--- src/hw/sdf_pkg.sv ---
//--------------------------------------------------------------
// Purpose: shared constants of the decimation filter
// Assumes: 32-bit classic wishbone, 20 MHz clock
// Notes:   offsets are byte addresses, one word per register
//--------------------------------------------------------------
package sdf_pkg;
	localparam int          WORD_W    = 16;     // output word width
	localparam int          ACC_W     = 18;     // stage datapath width
	localparam int          SUM_W     = 20;     // three-tap sum width
	localparam int          STAGES    = 5;      // half-rate stages
	localparam int          TAP_SHIFT = 2;      // taps sum to four
	localparam int          FIFO_D    = 8;      // words buffered
	localparam int          BY16_IDX  = 3;      // fourth stage
	localparam int          BY32_IDX  = 4;      // fifth stage
	localparam logic [ACC_W-1:0] FS_POS = 18'h07fff; // modulator one
	localparam logic [ACC_W-1:0] FS_NEG = 18'h38000; // modulator zero
	localparam logic [7:0]  CTRL_OFS  = 8'h00;  // control register
	localparam logic [7:0]  STAT_OFS  = 8'h04;  // status register
	localparam logic [7:0]  DATA_OFS  = 8'h08;  // fifo head, read pops
	localparam int          CTRL_RUN  = 0;      // ctrl: filter runs
	localparam int          ST_BY32   = 0;      // stat: decimate by 32
	localparam int          ST_BP     = 1;      // stat: band-pass active
	localparam int          ST_EMPTY  = 2;      // stat: fifo empty
	localparam int          ST_FULL   = 3;      // stat: fifo full
	localparam int          ST_OVF    = 4;      // stat: word dropped, w1c
	localparam logic        CTRL_RST  = 1'b1;   // runs after reset
endpackage

--- src/hw/sigma_delta_decimation_filter.sv ---
//--------------------------------------------------------------
// Purpose: decimation chain, word fifo and wishbone registers
// Assumes: modulator bit and pins are asynchronous to clock
// Notes:   parallel pin a high selects /32, pin b high low-pass
//--------------------------------------------------------------
`timescale 1ns/1ps

//--------------------------------------------------------------
// word fifo
//--------------------------------------------------------------
module sdf_fifo #(
	parameter int WIDTH = 16,
	parameter int DEPTH = 8
) (
	// clock and reset
	input  wire logic             clock,
	input  wire logic             nrst,
	// filling side
	input  wire logic             in_valid,
	input  wire logic [WIDTH-1:0] in_data,
	output logic                  in_ready,
	// draining side
	output logic                  out_valid,
	output logic      [WIDTH-1:0] out_data,
	input  wire logic             out_ready
);
	localparam int AW = $clog2(DEPTH);
	logic [WIDTH-1:0] mem_r [DEPTH];       // storage
	logic [AW-1:0]    wp_r, wp_nxt;        // write pointer
	logic [AW-1:0]    rp_r, rp_nxt;        // read pointer
	logic [AW:0]      cnt_r, cnt_nxt;      // words held
	logic             push, pop;

	assign in_ready  = (cnt_r != (AW+1)'(DEPTH));
	assign out_valid = (cnt_r != '0);
	assign out_data  = mem_r[rp_r];
	assign push      = in_valid && in_ready;
	assign pop       = out_valid && out_ready;

	// pointer and count update
	always_comb begin
		wp_nxt  = push ? AW'((wp_r == AW'(DEPTH-1)) ? 0 : wp_r + 1'b1) : wp_r;
		rp_nxt  = pop ? AW'((rp_r == AW'(DEPTH-1)) ? 0 : rp_r + 1'b1) : rp_r;
		cnt_nxt = cnt_r;
		if (push && !pop) begin
			cnt_nxt = cnt_r + 1'b1;
		end else if (pop && !push) begin
			cnt_nxt = cnt_r - 1'b1;
		end
	end

	// pointers reset, storage needs none
	always_ff @(posedge clock or negedge nrst) begin
		if (!nrst) begin
			wp_r  <= '0;
			rp_r  <= '0;
			cnt_r <= '0;
		end else begin
			wp_r  <= wp_nxt;
			rp_r  <= rp_nxt;
			cnt_r <= cnt_nxt;
		end
	end

	always_ff @(posedge clock) begin
		if (push) begin
			mem_r[wp_r] <= in_data;
		end
	end
endmodule

//--------------------------------------------------------------
// filter top
//--------------------------------------------------------------
module sigma_delta_decimation_filter
	import sdf_pkg::*;
(
	// clock and reset
	input  wire logic                      clock,
	input  wire logic                      nrst,
	// modulator and select pins
	input  wire logic                      modulator_bit,
	input  wire logic                      serial_mode,
	input  wire logic                      parallel_rate_select_a,
	input  wire logic                      parallel_rate_select_b,
	input  wire logic                      serial_rate_select,
	input  wire logic                      serial_response_select,
	// decimated word stream
	output logic [sdf_pkg::WORD_W-1:0]     word_r,
	output logic                           word_valid_r,
	// wishbone slave
	input  wire logic                      wb_cyc_i,
	input  wire logic                      wb_stb_i,
	input  wire logic                      wb_we_i,
	input  wire logic [7:0]                wb_adr_i,
	input  wire logic [3:0]                wb_sel_i,
	input  wire logic [31:0]               wb_dat_i,
	output logic [31:0]                    wb_dat_o,
	output logic                           wb_ack_o
);
	import sdf_pkg::*;

	//----------------------------------------------------------
	// pin synchronisers
	//----------------------------------------------------------
	localparam int NP = 6;
	logic [NP-1:0] pin_raw;              // async pins
	logic [NP-1:0] s1_r, s2_r;           // two-stage sync
	assign pin_raw = {serial_response_select, serial_rate_select,
		parallel_rate_select_b, parallel_rate_select_a,
		serial_mode, modulator_bit};

	// only s2_r is ever looked at
	always_ff @(posedge clock or negedge nrst) begin
		if (!nrst) begin
			s1_r <= '0;
			s2_r <= '0;
		end else begin
			s1_r <= pin_raw;
			s2_r <= s1_r;
		end
	end

	//----------------------------------------------------------
	// mode decode
	//----------------------------------------------------------
	logic by32;                           // low rate chosen
	logic lowpass_sel;                    // low-pass requested
	logic bandpass;                       // band-pass in force
	logic run_r, run_nxt;                 // ctrl run bit

	always_comb begin
		if (s2_r[1]) begin
			by32        = s2_r[4];
			lowpass_sel = s2_r[5];
		end else begin
			by32        = s2_r[2];
			lowpass_sel = s2_r[3];
		end
		bandpass = by32 && !lowpass_sel;
	end

	//----------------------------------------------------------
	// half-rate stage cascade
	//----------------------------------------------------------
	logic [ACC_W-1:0] stg_in  [STAGES+1]; // stage inputs, [0] is modulator
	logic             stg_vld [STAGES+1]; // strobes into each stage

	// a one gives plus full scale, a zero minus full scale
	assign stg_in[0]  = s2_r[0] ? FS_POS : FS_NEG;
	assign stg_vld[0] = run_r;            // a bit every clock while run_r is set

	genvar g;
	generate
		for (g = 0; g < STAGES; g++) begin : stage
			logic [ACC_W-1:0] x1_r, x1_nxt, x2_r, x2_nxt; // delay line
			logic [ACC_W-1:0] y_r, y_nxt;                 // stage output
			logic             ph_r, ph_nxt;               // decimate phase
			logic             v_r, v_nxt;                 // output strobe
			logic [SUM_W-1:0] sum;
			logic [SUM_W-1:0] xe, x1e, x2e;

			// sign-extend taps to the sum width
			assign xe  = SUM_W'($signed(stg_in[g]));
			assign x1e = SUM_W'($signed(x1_r));
			assign x2e = SUM_W'($signed(x2_r));

			// last stage turns high-pass when band-pass is on:
			// the upper half-band then folds below clock/64
			always_comb begin
				if (g == BY32_IDX && bandpass) begin
					sum = xe - (x1e <<< 1) + x2e;
				end else begin
					sum = xe + (x1e <<< 1) + x2e;
				end
				x1_nxt = x1_r;
				x2_nxt = x2_r;
				ph_nxt = ph_r;
				y_nxt  = y_r;
				v_nxt  = 1'b0;
				if (stg_vld[g]) begin
					x1_nxt = stg_in[g];
					x2_nxt = x1_r;
					ph_nxt = !ph_r;
					if (ph_r) begin       // every second input
						y_nxt = ACC_W'($signed(sum) >>> TAP_SHIFT);
						v_nxt = 1'b1;
					end
				end
			end

			always_ff @(posedge clock or negedge nrst) begin
				if (!nrst) begin
					x1_r <= '0;
					x2_r <= '0;
					y_r  <= '0;
					ph_r <= 1'b0;
					v_r  <= 1'b0;
				end else begin
					x1_r <= x1_nxt;
					x2_r <= x2_nxt;
					y_r  <= y_nxt;
					ph_r <= ph_nxt;
					v_r  <= v_nxt;
				end
			end

			assign stg_in[g+1]  = y_r;
			assign stg_vld[g+1] = v_r;
		end
	endgenerate

	//----------------------------------------------------------
	// output tap selection and word port
	//----------------------------------------------------------
	logic [WORD_W-1:0] sel_word;          // chosen stage output
	logic              sel_vld;           // its strobe
	logic [WORD_W-1:0] word_nxt;
	logic              word_valid_nxt;

	always_comb begin
		if (by32) begin
			sel_word = WORD_W'(stg_in[BY32_IDX+1]);
			sel_vld  = stg_vld[BY32_IDX+1];
		end else begin
			sel_word = WORD_W'(stg_in[BY16_IDX+1]);
			sel_vld  = stg_vld[BY16_IDX+1];
		end
		word_nxt       = sel_vld ? sel_word : word_r;
		word_valid_nxt = sel_vld;         // one pulse per word
	end

	always_ff @(posedge clock or negedge nrst) begin
		if (!nrst) begin
			word_r       <= '0;
			word_valid_r <= 1'b0;
		end else begin
			word_r       <= word_nxt;
			word_valid_r <= word_valid_nxt;
		end
	end

	//----------------------------------------------------------
	// word fifo toward the register bus
	//----------------------------------------------------------
	logic              f_in_ready;        // room for a word
	logic              f_out_valid;       // a word waits
	logic [WORD_W-1:0] f_out_data;
	logic              f_pop;             // data register read

	// the converter cannot wait, so a full fifo drops and flags
	sdf_fifo #(
		.WIDTH (WORD_W),
		.DEPTH (FIFO_D)
	) u_fifo (
		.clock     (clock),
		.nrst      (nrst),
		.in_valid  (word_valid_r),
		.in_data   (word_r),
		.in_ready  (f_in_ready),
		.out_valid (f_out_valid),
		.out_data  (f_out_data),
		.out_ready (f_pop)
	);

	//----------------------------------------------------------
	// wishbone registers
	//----------------------------------------------------------
	logic        req;                     // new access this cycle
	logic        ack_nxt;
	logic [31:0] dat_nxt;
	logic        ovf_r, ovf_nxt;          // sticky drop flag
	logic        ovf_set;

	assign req     = wb_cyc_i && wb_stb_i && !wb_ack_o;
	assign ovf_set = word_valid_r && !f_in_ready;
	assign f_pop   = req && !wb_we_i && (wb_adr_i == DATA_OFS);

	// single-wait answer: ack one edge after the request is seen
	always_comb begin
		ack_nxt = req;
		dat_nxt = '0;                     // unmapped reads give zero
		run_nxt = run_r;
		ovf_nxt = ovf_r || ovf_set;       // set beats clear
		if (req && wb_we_i) begin
			if (wb_adr_i == CTRL_OFS && wb_sel_i[0]) begin
				run_nxt = wb_dat_i[CTRL_RUN];
			end
			if (wb_adr_i == STAT_OFS && wb_sel_i[0]
				&& wb_dat_i[ST_OVF] && !ovf_set) begin
				ovf_nxt = 1'b0;
			end
		end else if (req) begin
			case (wb_adr_i)
				CTRL_OFS: dat_nxt[CTRL_RUN] = run_r;
				STAT_OFS: begin
					dat_nxt[ST_BY32]  = by32;
					dat_nxt[ST_BP]    = bandpass;
					dat_nxt[ST_EMPTY] = !f_out_valid;
					dat_nxt[ST_FULL]  = !f_in_ready;
					dat_nxt[ST_OVF]   = ovf_r;
				end
				DATA_OFS: dat_nxt[WORD_W-1:0] = f_out_valid ? f_out_data : '0;
				default:  dat_nxt = '0;
			endcase
		end
	end

	always_ff @(posedge clock or negedge nrst) begin
		if (!nrst) begin
			wb_ack_o <= 1'b0;
			wb_dat_o <= '0;
			run_r    <= CTRL_RST;
			ovf_r    <= 1'b0;
		end else begin
			wb_ack_o <= ack_nxt;
			wb_dat_o <= dat_nxt;
			run_r    <= run_nxt;
			ovf_r    <= ovf_nxt;
		end
	end
endmodule

--- config.mk ---
export PLATFORM = sky130hd
export DESIGN_NAME = sigma_delta_decimation_filter
export DESIGN_NICKNAME = d
export VERILOG_FILES = /design/src/hw/sdf_pkg.sv /design/src/hw/sigma_delta_decimation_filter.sv
export SDC_FILE = /design/constraint.sdc
export NUM_CORES = 1
export LEC_CHECK = 0
export BUFFER_PORTS_ARGS = -buffer_cell sky130_fd_sc_hd__buf_2
export CAP_MARGIN = 40
export CORE_ASPECT_RATIO = 1.1
export CORE_MARGIN = 1.5
export CORE_UTILIZATION = 60
export DETAILED_ROUTE_END_ITERATION = 10
export GPL_ROUTABILITY_DRIVEN = 0
export HOLD_SLACK_MARGIN = 0.1
export PLACE_DENSITY = 0.78
export SKIP_LAST_GASP = 1
export SLEW_MARGIN = 30
export SYNTH_ARGS = -nofsm -noshare
export SYNTH_HDL_FRONTEND = slang
export SYNTH_HIERARCHICAL = 1
export SYNTH_SLANG_ARGS = --single-unit
export TNS_END_PERCENT = 20
--- constraint.sdc ---
create_clock -name clock -period 4.1 [get_ports clock]
set_input_delay 0.41 -clock clock [delete_from_list [all_inputs] [get_ports clock]]
set_output_delay 0.41 -clock clock [all_outputs]
set_load 0.01 [all_outputs]
# == Word-level counts from Yosys, hierarchy flattened ==
# Memory sizes are Yosys's and may differ from the RTL's.
# Index checks and enable logic that the tools add are counted.
# classes
add_sub_neg,16
n_eq_ne,5
muxes,30
n_reduce_logical,38
# op_table
operator,n
adder 18 x 19 -> 20 bit,4
adder 20 bit,4
two-way mux 16 bit,4
adder 18 bit,3
two-way mux 18 bit,2
subtractor 18 bit,1
two-way mux 1 bit,17
logical AND 1 bit,15
zero test 1 bit,13
AND reduction 2 bit,6
two-way mux 11 bit,1
"== test 8 x 3 -> 1 bit, second input constant",1
"== test 8 x 4 -> 1 bit, second input constant",1
zero test 8 bit,1
two-way mux 4 bit,2
one-hot mux 4 bit (2 select lines),1
"adder 3 x 1 -> 3 bit, second input constant",2
"== test 3 bit, second input constant",2
two-way mux 3 bit,2
"adder 4 x 1 -> 4 bit, second input constant",1
"!= test 4 bit, second input constant",1
nonzero test 4 bit,1
"subtractor 4 x 1 -> 4 bit, second input constant",1
one-hot mux 1 bit (3 select lines),1
2 further kinds,2
# totals
register_bits,352
ram_bits,128
in_bits,55
output_inout_bits,50
word_cells,126
mem_count,1
# memory_table
name,words,word_bits,read_ports,rd_clocked_by_memory_dff,write_ports,line,text
u_fifo.mem_r,8,16,1,0,1,sigma_delta_decimation_filter.sv:28,logic [WIDTH-1:0] mem_r [DEPTH];

# == Depth between registers and ports, before layout ==
# Gate-level depths: netlist of run 1.
# logic_depth
word_depth,8
depth_mapped,12
ltp_nobuf,12

# == Modules after synthesis ==
# Netlist of run 1, hierarchy kept.
# by_module_without_submodules
mod,n_inst,cells_per_inst,area_each_um2,seq_area_each_um2
sigma_delta_decimation_filter,1,1466,15874.0,6682.7
sdf_fifo,1,249,5591.6,4093.9

# == Worst setup path after synthesis of run 1 ==
# OpenSTA, ideal clock, no wires.
# synth_timing
path_kind,reg-to-reg
startpoint,register stage[0].y_r[8]
endpoint,register stage[1].y_r[17]
setup_time_ns,0.130
t_arrival_ns,3.191
required_time_ns,3.970
path_slack_ns,0.780
stages_incl_launch_ff,12
path_buffers,0
period_less_slack_ns,3.320
cell_sequence,dfrtp_1 > fa_1 > and3_1 > fa_1 > a21o_1 > a221o_1 > or4b_4 > a31oi_4 > a21oi_2 > a31oi_1 > xnor2_1 > o21ai_1
# synth_via
elab_chain_len,2
# synth_rtl
element,line,text
start: declaration,sigma_delta_decimation_filter.sv:157,"logic [ACC_W-1:0] y_r, y_nxt;"
start signal: assignment,sigma_delta_decimation_filter.sv:202,y_r <= y_nxt;
adder 18 x 19 -> 20 bit,sigma_delta_decimation_filter.sv:174,sum = xe + (x1e <<< 1) + x2e;
adder 20 bit,sigma_delta_decimation_filter.sv:174,
end signal: assignment,sigma_delta_decimation_filter.sv:202,
end: declaration,sigma_delta_decimation_filter.sv:157,
# No other way between the ends.
# A chain may end at the register's enable or synchronous reset.

# == Worst setup path in the final report of run 1 ==
# layout_timing
startpoint,input wb_stb_i
endpoint,register u_fifo.cnt_r[3]
# layout_via
elab_chain_len,8
word_cells_on_any_way,10
classes_between,mux (1); reduce/logical (9)
# layout_rtl
element,line,text
start: declaration,sigma_delta_decimation_filter.sv:93,"input wire logic wb_stb_i,"
logical AND 1 bit (*) (2 in series),sigma_delta_decimation_filter.sv:275,assign req = wb_cyc_i && wb_stb_i && !wb_ack_o;
net ack_nxt,sigma_delta_decimation_filter.sv:270,logic ack_nxt;
logical AND 1 bit (*) (2 in series),sigma_delta_decimation_filter.sv:277,assign f_pop = req && !wb_we_i && (wb_adr_i == DATA_OFS);
logical AND 1 bit (*),sigma_delta_decimation_filter.sv:38,assign pop = out_valid && out_ready;
zero test 1 bit,sigma_delta_decimation_filter.sv:45,if (push && !pop) begin
logical AND 1 bit,sigma_delta_decimation_filter.sv:45,
two-way mux 4 bit / nonzero test 2 bit (equally long branches),--,
end signal: assignment,sigma_delta_decimation_filter.sv:61,cnt_r <= cnt_nxt;
end: declaration,sigma_delta_decimation_filter.sv:31,"logic [AW:0] cnt_r, cnt_nxt;"
# The timed path passes the listed nets; every way through them passes the cells marked *.

==> results.md, run 1 <==
* CTS Hold Bufs at 11
* Post-CTS resize count at 0
* Switching Share at a little over a fifth
* Utilization after layout at around two thirds
* Maximum Capacitance Violations at 0
* Pwr Density at 336 nW/um^2
* Commonest non-fill, non-tap cells in the layout: dfrtp_1, nand2_1, mux2_2, edfxtp_1, inv_1
* Slowest CP cell: dlygate4sd3_1
* Maximum VDD drop at ~0.33 mV
* Critical Path End Type: flip-flop
* Critical path cell sequence: dlygate4sd3_1 > buf_2 > nand2_1 > dlygate4sd3_1 > nor2_1 > nand3_1 > nor4b_2 > buf_4 > nand2_1 > ha_1 > inv_1 > ha_1 > or4_1 > o211ai_1 > o211ai_1
* Gate Count Post-Synth at around 1,700
* Non-Filler Instances at 2,310
* Max Slew Vio Count at 0
* First-pass DRT Iterations at 5
* CTS tree: yes
* Tmin final at ~3.7 ns
* Clk_skew at 0.0211 ns
* Number of top-level pins at about 110
* Combinational fraction of design power at between 2 and 2.5%
* Initial antenna violation count at 0
* Starting DRT DRC Count at approximately 740
* Row count at 72
* Peak fanout along the critical path at 14
* Clk_lat worst skew at ~0.56 ns
* Setup TNS Final at 0 ns
* Final Hold Slack at 0.174 ns
* Seq pwr share at 52.1%
* Synthesized area at 21,500 sq um
* Vias per inst at 5.81
* CTS Buf Count at just over 40
* Commonest register cell after synthesis: dfrtp_1
* Setup bufs post-CTS at 0
* First-pass GRT wire length at 69,700 um
* ANT cells at 0
* Largest net degree at the start of global routing at about 90
* Largest area contributor in the netlist: dfrtp_1
* # fillers at 2,448
* Vias in the first global route at 14,000
* Initial Utilization at 60.9%
* Die Footprint at ~37,000 sq um
* P_int at between 6 and 7 mW
* Critical path class: input port to flip-flop
* Dpl cells at 2,222
* Root Buffer: clkbuf_16
* Slew HR at 49.3%
* Outcome: completed
* Sw power at ~1.7 mW
* Gr usage total at between 20% and 30%
* Crit-path max cell delay at roughly 0.55 ns
* Antenna-violating nets left at 0
* Yosys top cell area share at between 30% and 40%
* Worst-path clk slew at about 0.060 ns
* Detailed Route WL at roughly 41,000 um
* Worst path arrival time at 4.12 ns
* Multi-input logic area at roughly 10,000 sq um
* H-tree Lvls at 2
* Die Wd at between 150 and 200 um
* CTS max path bufs at 3
* Fin nets at 2,037
* Commonest non-fill, non-tap cell in the layout: dfrtp_1
* DR DRC count at 0
* Clock power frac at approximately 46%
* Layout cells sized above 1 at between 10% and 20%
* Worst endpoint required time at 4.53 ns
* Yosys warnings at 6
* Final Setup Violations at 0
* Max Fclk at approximately 270 MHz
* Sink Count at approximately 400
* IO Port Bufs at 55
* Synthesis-to-finish area growth at 11.0%
* Hold Crit Class: input port to flip-flop
* Largest cells by area after synthesis: dfrtp_1, edfxtp_1, fa_1
* DP HPWL at ~29,000 um
* CP Launch Type: input port
* Number of enable flip-flop cells after synthesis at approximately 130
* Storage cell area at 10,800 sq um
* Via count at 13,400
* Post-synth cell types at between 70 and 80
* RSZ-0062 raised after global routing: false
* GRT Residual Overflow at 0
* Pleak at 10.6 nW
* Core area at 35,200 sq um
* Synth Register Bits at 405
* Routed len/inst at 17.9 um
* Final worst-path cycle share at approximately nine tenths
* Worst Tran Pin Value at 0.761 ns
* Hold Vio Cnt, Final at 0
* Die Y at a little over 200 um
* Syn Area/Cell at between 10 and 15 sq um
* Seq/Total Area, Yosys at around half
* Post-synth ARST share at between 60% and 70%
[critical path, delay by kind of cell]
kind            cells  cell delay [ns]
buf+inv             5             1.55
simple gates        6             1.29
fa+ha+maj           2             0.65
compound gates      2             0.20
[synth_stat cells (6+ instances only)]
library cell and n:
dfrtp_1 276, nand2_1 162, edfxtp_1 128, mux2_2 128, inv_1 116, o21ai_0 111, fa_1 96, ha_1 90
a21oi_1 56, clkbuf_1 48, nor2_1 46, xor2_1 41, xnor2_1 40, o21ai_1 38, mux4_1 29, a21o_1 27
nor3_1 26, and3_1 23, nand3_1 23, mux2i_1 18, a211oi_1 16, a31oi_1 16, buf_4 16, o21a_1 15
nand2b_1 10, o21bai_1 9, or3_1 9, o211ai_1 8, nor2b_1 6
[sequential cells by signal, indices dropped and copies added (netlist names), 4 cells and up]
register and count:
stage.v_r 5, s2_r 6, u_fifo/mem_r 128, word_r 16
s1_r 6, stage.y_r 79, wb_dat_o 16, stage.x2_r 65
stage.x1_r 65, stage.ph_r 5, u_fifo/cnt_r 4
[layer usage]
layer	vias to the layer above	share of wire, %	GRT usage (%)
li1	6247	-	-
met1	6771	41	29.1
met2	326	52	42.7
met3	71	4.3	3.08
met4	0	2.6	7.46
met5	-	0	0
[power by group through the flow]
stage	clock (mW)	sequential, mW	combinational [mW]
6_report	3.65	4.17	0.182
5_1_grt	3.89	4.17	0.208
4_1_cts	3.73	4.17	0.187
3_5_place_dp	0	4.25	0.178
3_3_place_gp	0	4.25	0.172
2_1_floorplan	0	4.25	0.0924
[path summary, 6_finish.rpt]
kind	depth (start not counted)	to	slack [ns]	startpoint
setup reg to reg	11	stage[3].y_r[17]$_DFFE_PN0P_	0.48	stage[2].y_r[1]$_DFFE_PN0P_
hold reg to reg	0	s2_r[2]$_DFF_PN0_	0.35	s1_r[2]$_DFF_PN0_
max in group asynchronous	3	stage[4].x2_r[13]$_DFFE_PN0P_	2.68	nrst
min in group asynchronous	2	u_fifo/rp_r[2]$_DFFE_PN0P_	0.42	nrst
hold / removal	4	ovf_r$_DFF_PN0_	0.17	wb_dat_i[4]
setup / recovery	15	u_fifo/cnt_r[3]$_DFFE_PN0P_	0.41	wb_stb_i
[per-stage QoR]
stage	power, mW	setup slack (ns)	instance area [sq um]
after global routing	8.27	0.172	23800
after floorplan	4.34	0.780	21500
final	8.00	0.412	23800
after global placement	4.42	0.570	22300
after detailed placement	4.43	0.542	22400
after CTS	8.09	0.462	23800
[cell type report]
class                   instances  share of cell area (%)
clock buffers                  56                    4.71
repair buffers                 95                    2.88
multi-input cells            1137                    42.0
clock inverters                20                   0.824
inverters                     116                    1.83
flip-flops and latches        405                    45.2
well taps                     481                    2.53
[logic make-up after synthesis]
logic type	Yosys count	share of synthesized area (%)
mux	178	11.4
fa+ha+maj	186	14.2
simple gates	344	7.61
other cells	1	0.0175
buf+inv	188	3.81
compound gates	332	9.44
xor+xnor	81	3.30
flops	405	50.2
Note: power is estimated with default switching activity, not from simulation.
==> run 2, diff against run 1 <==
CORE_UTILIZATION = 40   (was 60)
PLACE_DENSITY = default   (was 0.78)
==> run 2 against run 1 <==
  * Worst setup slack lost 0.033 ns
  * Die area grew 49%
  * Largest power group unchanged
  * Via count shrank 2.2%
  * Register-to-register slack gained 0.07 ns
  * Critical path depth is the same
  * Total power grew 4.3%
  * Combinational power is essentially flat
  * Highest routed layer unchanged
  * Worst hold slack lost 0.034 ns
  * Clock power grew 9.3%
  * Core utilization shrank 22 points
==> results.md, run 2 (synthesized netlist as in run 1, its figures left out) <==
* P_int at 6.55 mW (was 6.29 mW)
* Sw power at 1.80 mW (was 1.71 mW)
* Tmin final at 3.72 ns (was 3.69 ns)
* CTS Buf Count at 44 (was 41)
* Vias per inst at 5.22 (was 5.81)
* Pwr Density at 345 nW/um^2 (was 336 nW/um^2)
* CTS tree: yes (unchanged)
* Die Footprint at 55,100 sq um (was 36,900 sq um)
* Final Hold Slack at 0.141 ns (was 0.174 ns)
* Clock power frac at 47.8% (was 45.6%)
* Clk_skew at 0.0351 ns (was 0.0211 ns)
* Slowest CP cell: or4_1 (was dlygate4sd3_1)
* Routed len/inst at 17.2 um (was 17.9 um)
* Number of top-level pins at 105 (unchanged)
* Peak fanout along the critical path at 14 (unchanged)
* Buf/Inv on CP at 5 (unchanged)
* Maximum VDD drop at 0.341 mV (was 0.326 mV)
* CP Launch Type: input port (unchanged)
* Reg with most FFs: u_fifo/mem_r (unchanged)
* Worst path arrival time at 4.19 ns (was 4.12 ns)
* Starting DRT DRC Count at 680 (was 738)
* Vias in the first global route at 13,800 (was 14,000)
* Crit-path leading delay family: buffers and inverters (unchanged)
* Fin nets at 2,045 (was 2,037)
* Largest net degree at the start of global routing at 95 (was 92)
* Die Y at 246 um (was 201 um)
* Dpl cells at 2,421 (was 2,222)
* Non-Filler Instances at 2,513 (was 2,310)
* IO Port Bufs at 55 (unchanged)
* First-pass GRT wire length at 71,400 um (was 69,700 um)
* Root Buffer: clkbuf_16 (unchanged)
* Critical Path End Type: flip-flop (unchanged)
* Via count at 13,100 (was 13,400)
* Clk_lat worst skew at 0.59 ns (was 0.56 ns)
* Worst path depth at 15 (unchanged)
* Max reg flops at 128 (unchanged)
* Worst Tran Pin Value at 0.717 ns (was 0.761 ns)
* Initial Utilization at 40.7% (was 60.9%)
* Crit-path max cell delay at 0.55 ns (about the same)
* Die Wd at 224 um (was 183 um)
* Sink Count at 405 (unchanged)
* Maximum Capacitance Violations at 0 (unchanged)
* Gr usage total at 16.3% (was 23.5%)
* CTS max path bufs at 3 (unchanged)
* Worst endpoint required time at 4.57 ns (was 4.53 ns)
* DP HPWL at 30,100 um (was 28,600 um)
* Worst hold path cell count at 4 (unchanged)
* Row count at 88 (was 72)
* Critical path class: input port to flip-flop (unchanged)
* Final worst-path cycle share at 90.8% (was 90.0%)
* Switching Share at 21.6% (was 21.4%)
* Regs by FF count: u_fifo/mem_r (128), stage.y_r (79) (unchanged)
* ANT cells at 0 (unchanged)
* GRT Residual Overflow at 0 (unchanged)
* Combinational fraction of design power at 2.2% (was 2.3%)
* Pleak at 10.7 nW (was 10.6 nW)
* Hold Crit Class: input port to flip-flop (unchanged)
* Antenna-violating nets left at 0 (unchanged)
* Max Slew Vio Count at 0 (unchanged)
* Post-CTS resize count at 0 (unchanged)
* Synthesis-to-finish area growth at 12.8% (was 11.0%)
* Commonest non-fill, non-tap cell in the layout: dfrtp_1 (unchanged)
* Commonest non-fill, non-tap cells in the layout: dfrtp_1, nand2_1, mux2_2, edfxtp_1, inv_1 (unchanged)
* Outcome: completed (unchanged)
* Critical path cell sequence: dlygate4sd3_1 > buf_2 > nand2_1 > dlygate4sd3_1 > nor2_1 > nand3_1 > nor4b_2 > buf_4 > nand2_1 > ha_1 > inv_1 > ha_1 > or4_1 > o211ai_1 > o211ai_1 (unchanged)
* Finished Cell Area at 24,200 sq um (was 23,800 sq um)
* Slew HR at 51.2% (was 49.3%)
* Final Setup Violations at 0 (unchanged)
* Layout cells sized above 1 at 16.8% (was 16.3%)
* Setup TNS Final at 0 ns (unchanged)
* RSZ-0062 raised after global routing: false (unchanged)
* Worst-case reg-to-reg path depth at 12 (was 11)
* Max Fclk at 269 MHz (was 271 MHz)
* First-pass DRT Iterations at 5 (unchanged)
* Detailed Route WL at 43,200 um (was 41,400 um)
* Worst-path clk slew at 0.06 ns (about the same)
* Seq pwr share at 50.0% (was 52.1%)
* Post-DP Area at 22,600 sq um (was 22,400 sq um)
* Hold Vio Cnt, Final at 0 (unchanged)
* H-tree Lvls at 2 (unchanged)
* DR DRC count at 0 (unchanged)
* Core area at 52,700 sq um (was 35,200 sq um)
* Initial antenna violation count at 0 (unchanged)
-- run 2: layout make-up --
type / instances / area [sq um]
Clock buffer: 59 / 1200
Clock inverter: 21 / 268
Fill cell: 4727 / 28500
Inverter: 116 / 435
Multi-Input combinational cell: 1137 / 9990
Sequential cell: 405 / 10800
Tap cell: 675 / 845
Timing Repair Buffer: 100 / 704
-- run 2: path summary, 6_finish.rpt --
| check | from | end | slack [ns] |
|---|---|---|---|
| max | wb_stb_i | u_fifo/cnt_r[3]$_DFFE_PN0P_ | 0.38 |
| min in group asynchronous | nrst | wb_dat_o[15]$_DFF_PN0_ | 0.43 |
| min reg2reg | s1_r[5]$_DFF_PN0_ | s2_r[5]$_DFF_PN0_ | 0.33 |
| min | wb_dat_i[4] | ovf_r$_DFF_PN0_ | 0.14 |
| max reg2reg | stage[3].y_r[1]$_DFFE_PN0P_ | stage[4].y_r[15]$_DFFE_PN0P_ | 0.55 |
| max in group asynchronous | nrst | s2_r[4]$_DFF_PN0_ | 2.52 |
-- run 2: tightest hold or removal path, cell delays in order --
cell and delay, ns:
buf_2 0.10, nand2_1 0.05, o21ai_0 0.06, o21ai_0 0.07
-- run 2: power by group through the flow --
stage / Clock, mW / Sequential [mW] / Combinational [mW]
floorplan: 0 / 4.25 / 0.0924
global placement: 0 / 4.25 / 0.176
detailed placement: 0 / 4.25 / 0.178
CTS: 4.11 / 4.17 / 0.187
global route: 4.26 / 4.17 / 0.210
finish: 3.99 / 4.17 / 0.181
-- run 2: repair_timing --
action,in CTS,in global routing
setup buffers,0,0
setup endpoints to repair,0,0
hold buffers,11,0
endpoints found under the hold margin,88,0
-- run 2: layer usage --
metal | part of all wire (%) | GRT usage (%) | vias up
met5 | 0 | 0 | -
met4 | 3.1 | 6.42 | 0
met3 | 3.0 | 2.09 | 70
met2 | 50 | 28.7 | 190
met1 | 44 | 20.2 | 6606
li1 | - | - | 6255
-- run 2: through the flow --
stage / power [mW] / util, % / setup slack, ns
floorplan: 4.34 / - / 0.780
global placement: 4.42 / 42.8 / 0.562
detailed placement: 4.43 / 42.9 / 0.572
CTS: 8.47 / 45.9 / 0.443
global route: 8.64 / 45.9 / 0.181
finish: 8.35 / 45.9 / 0.379
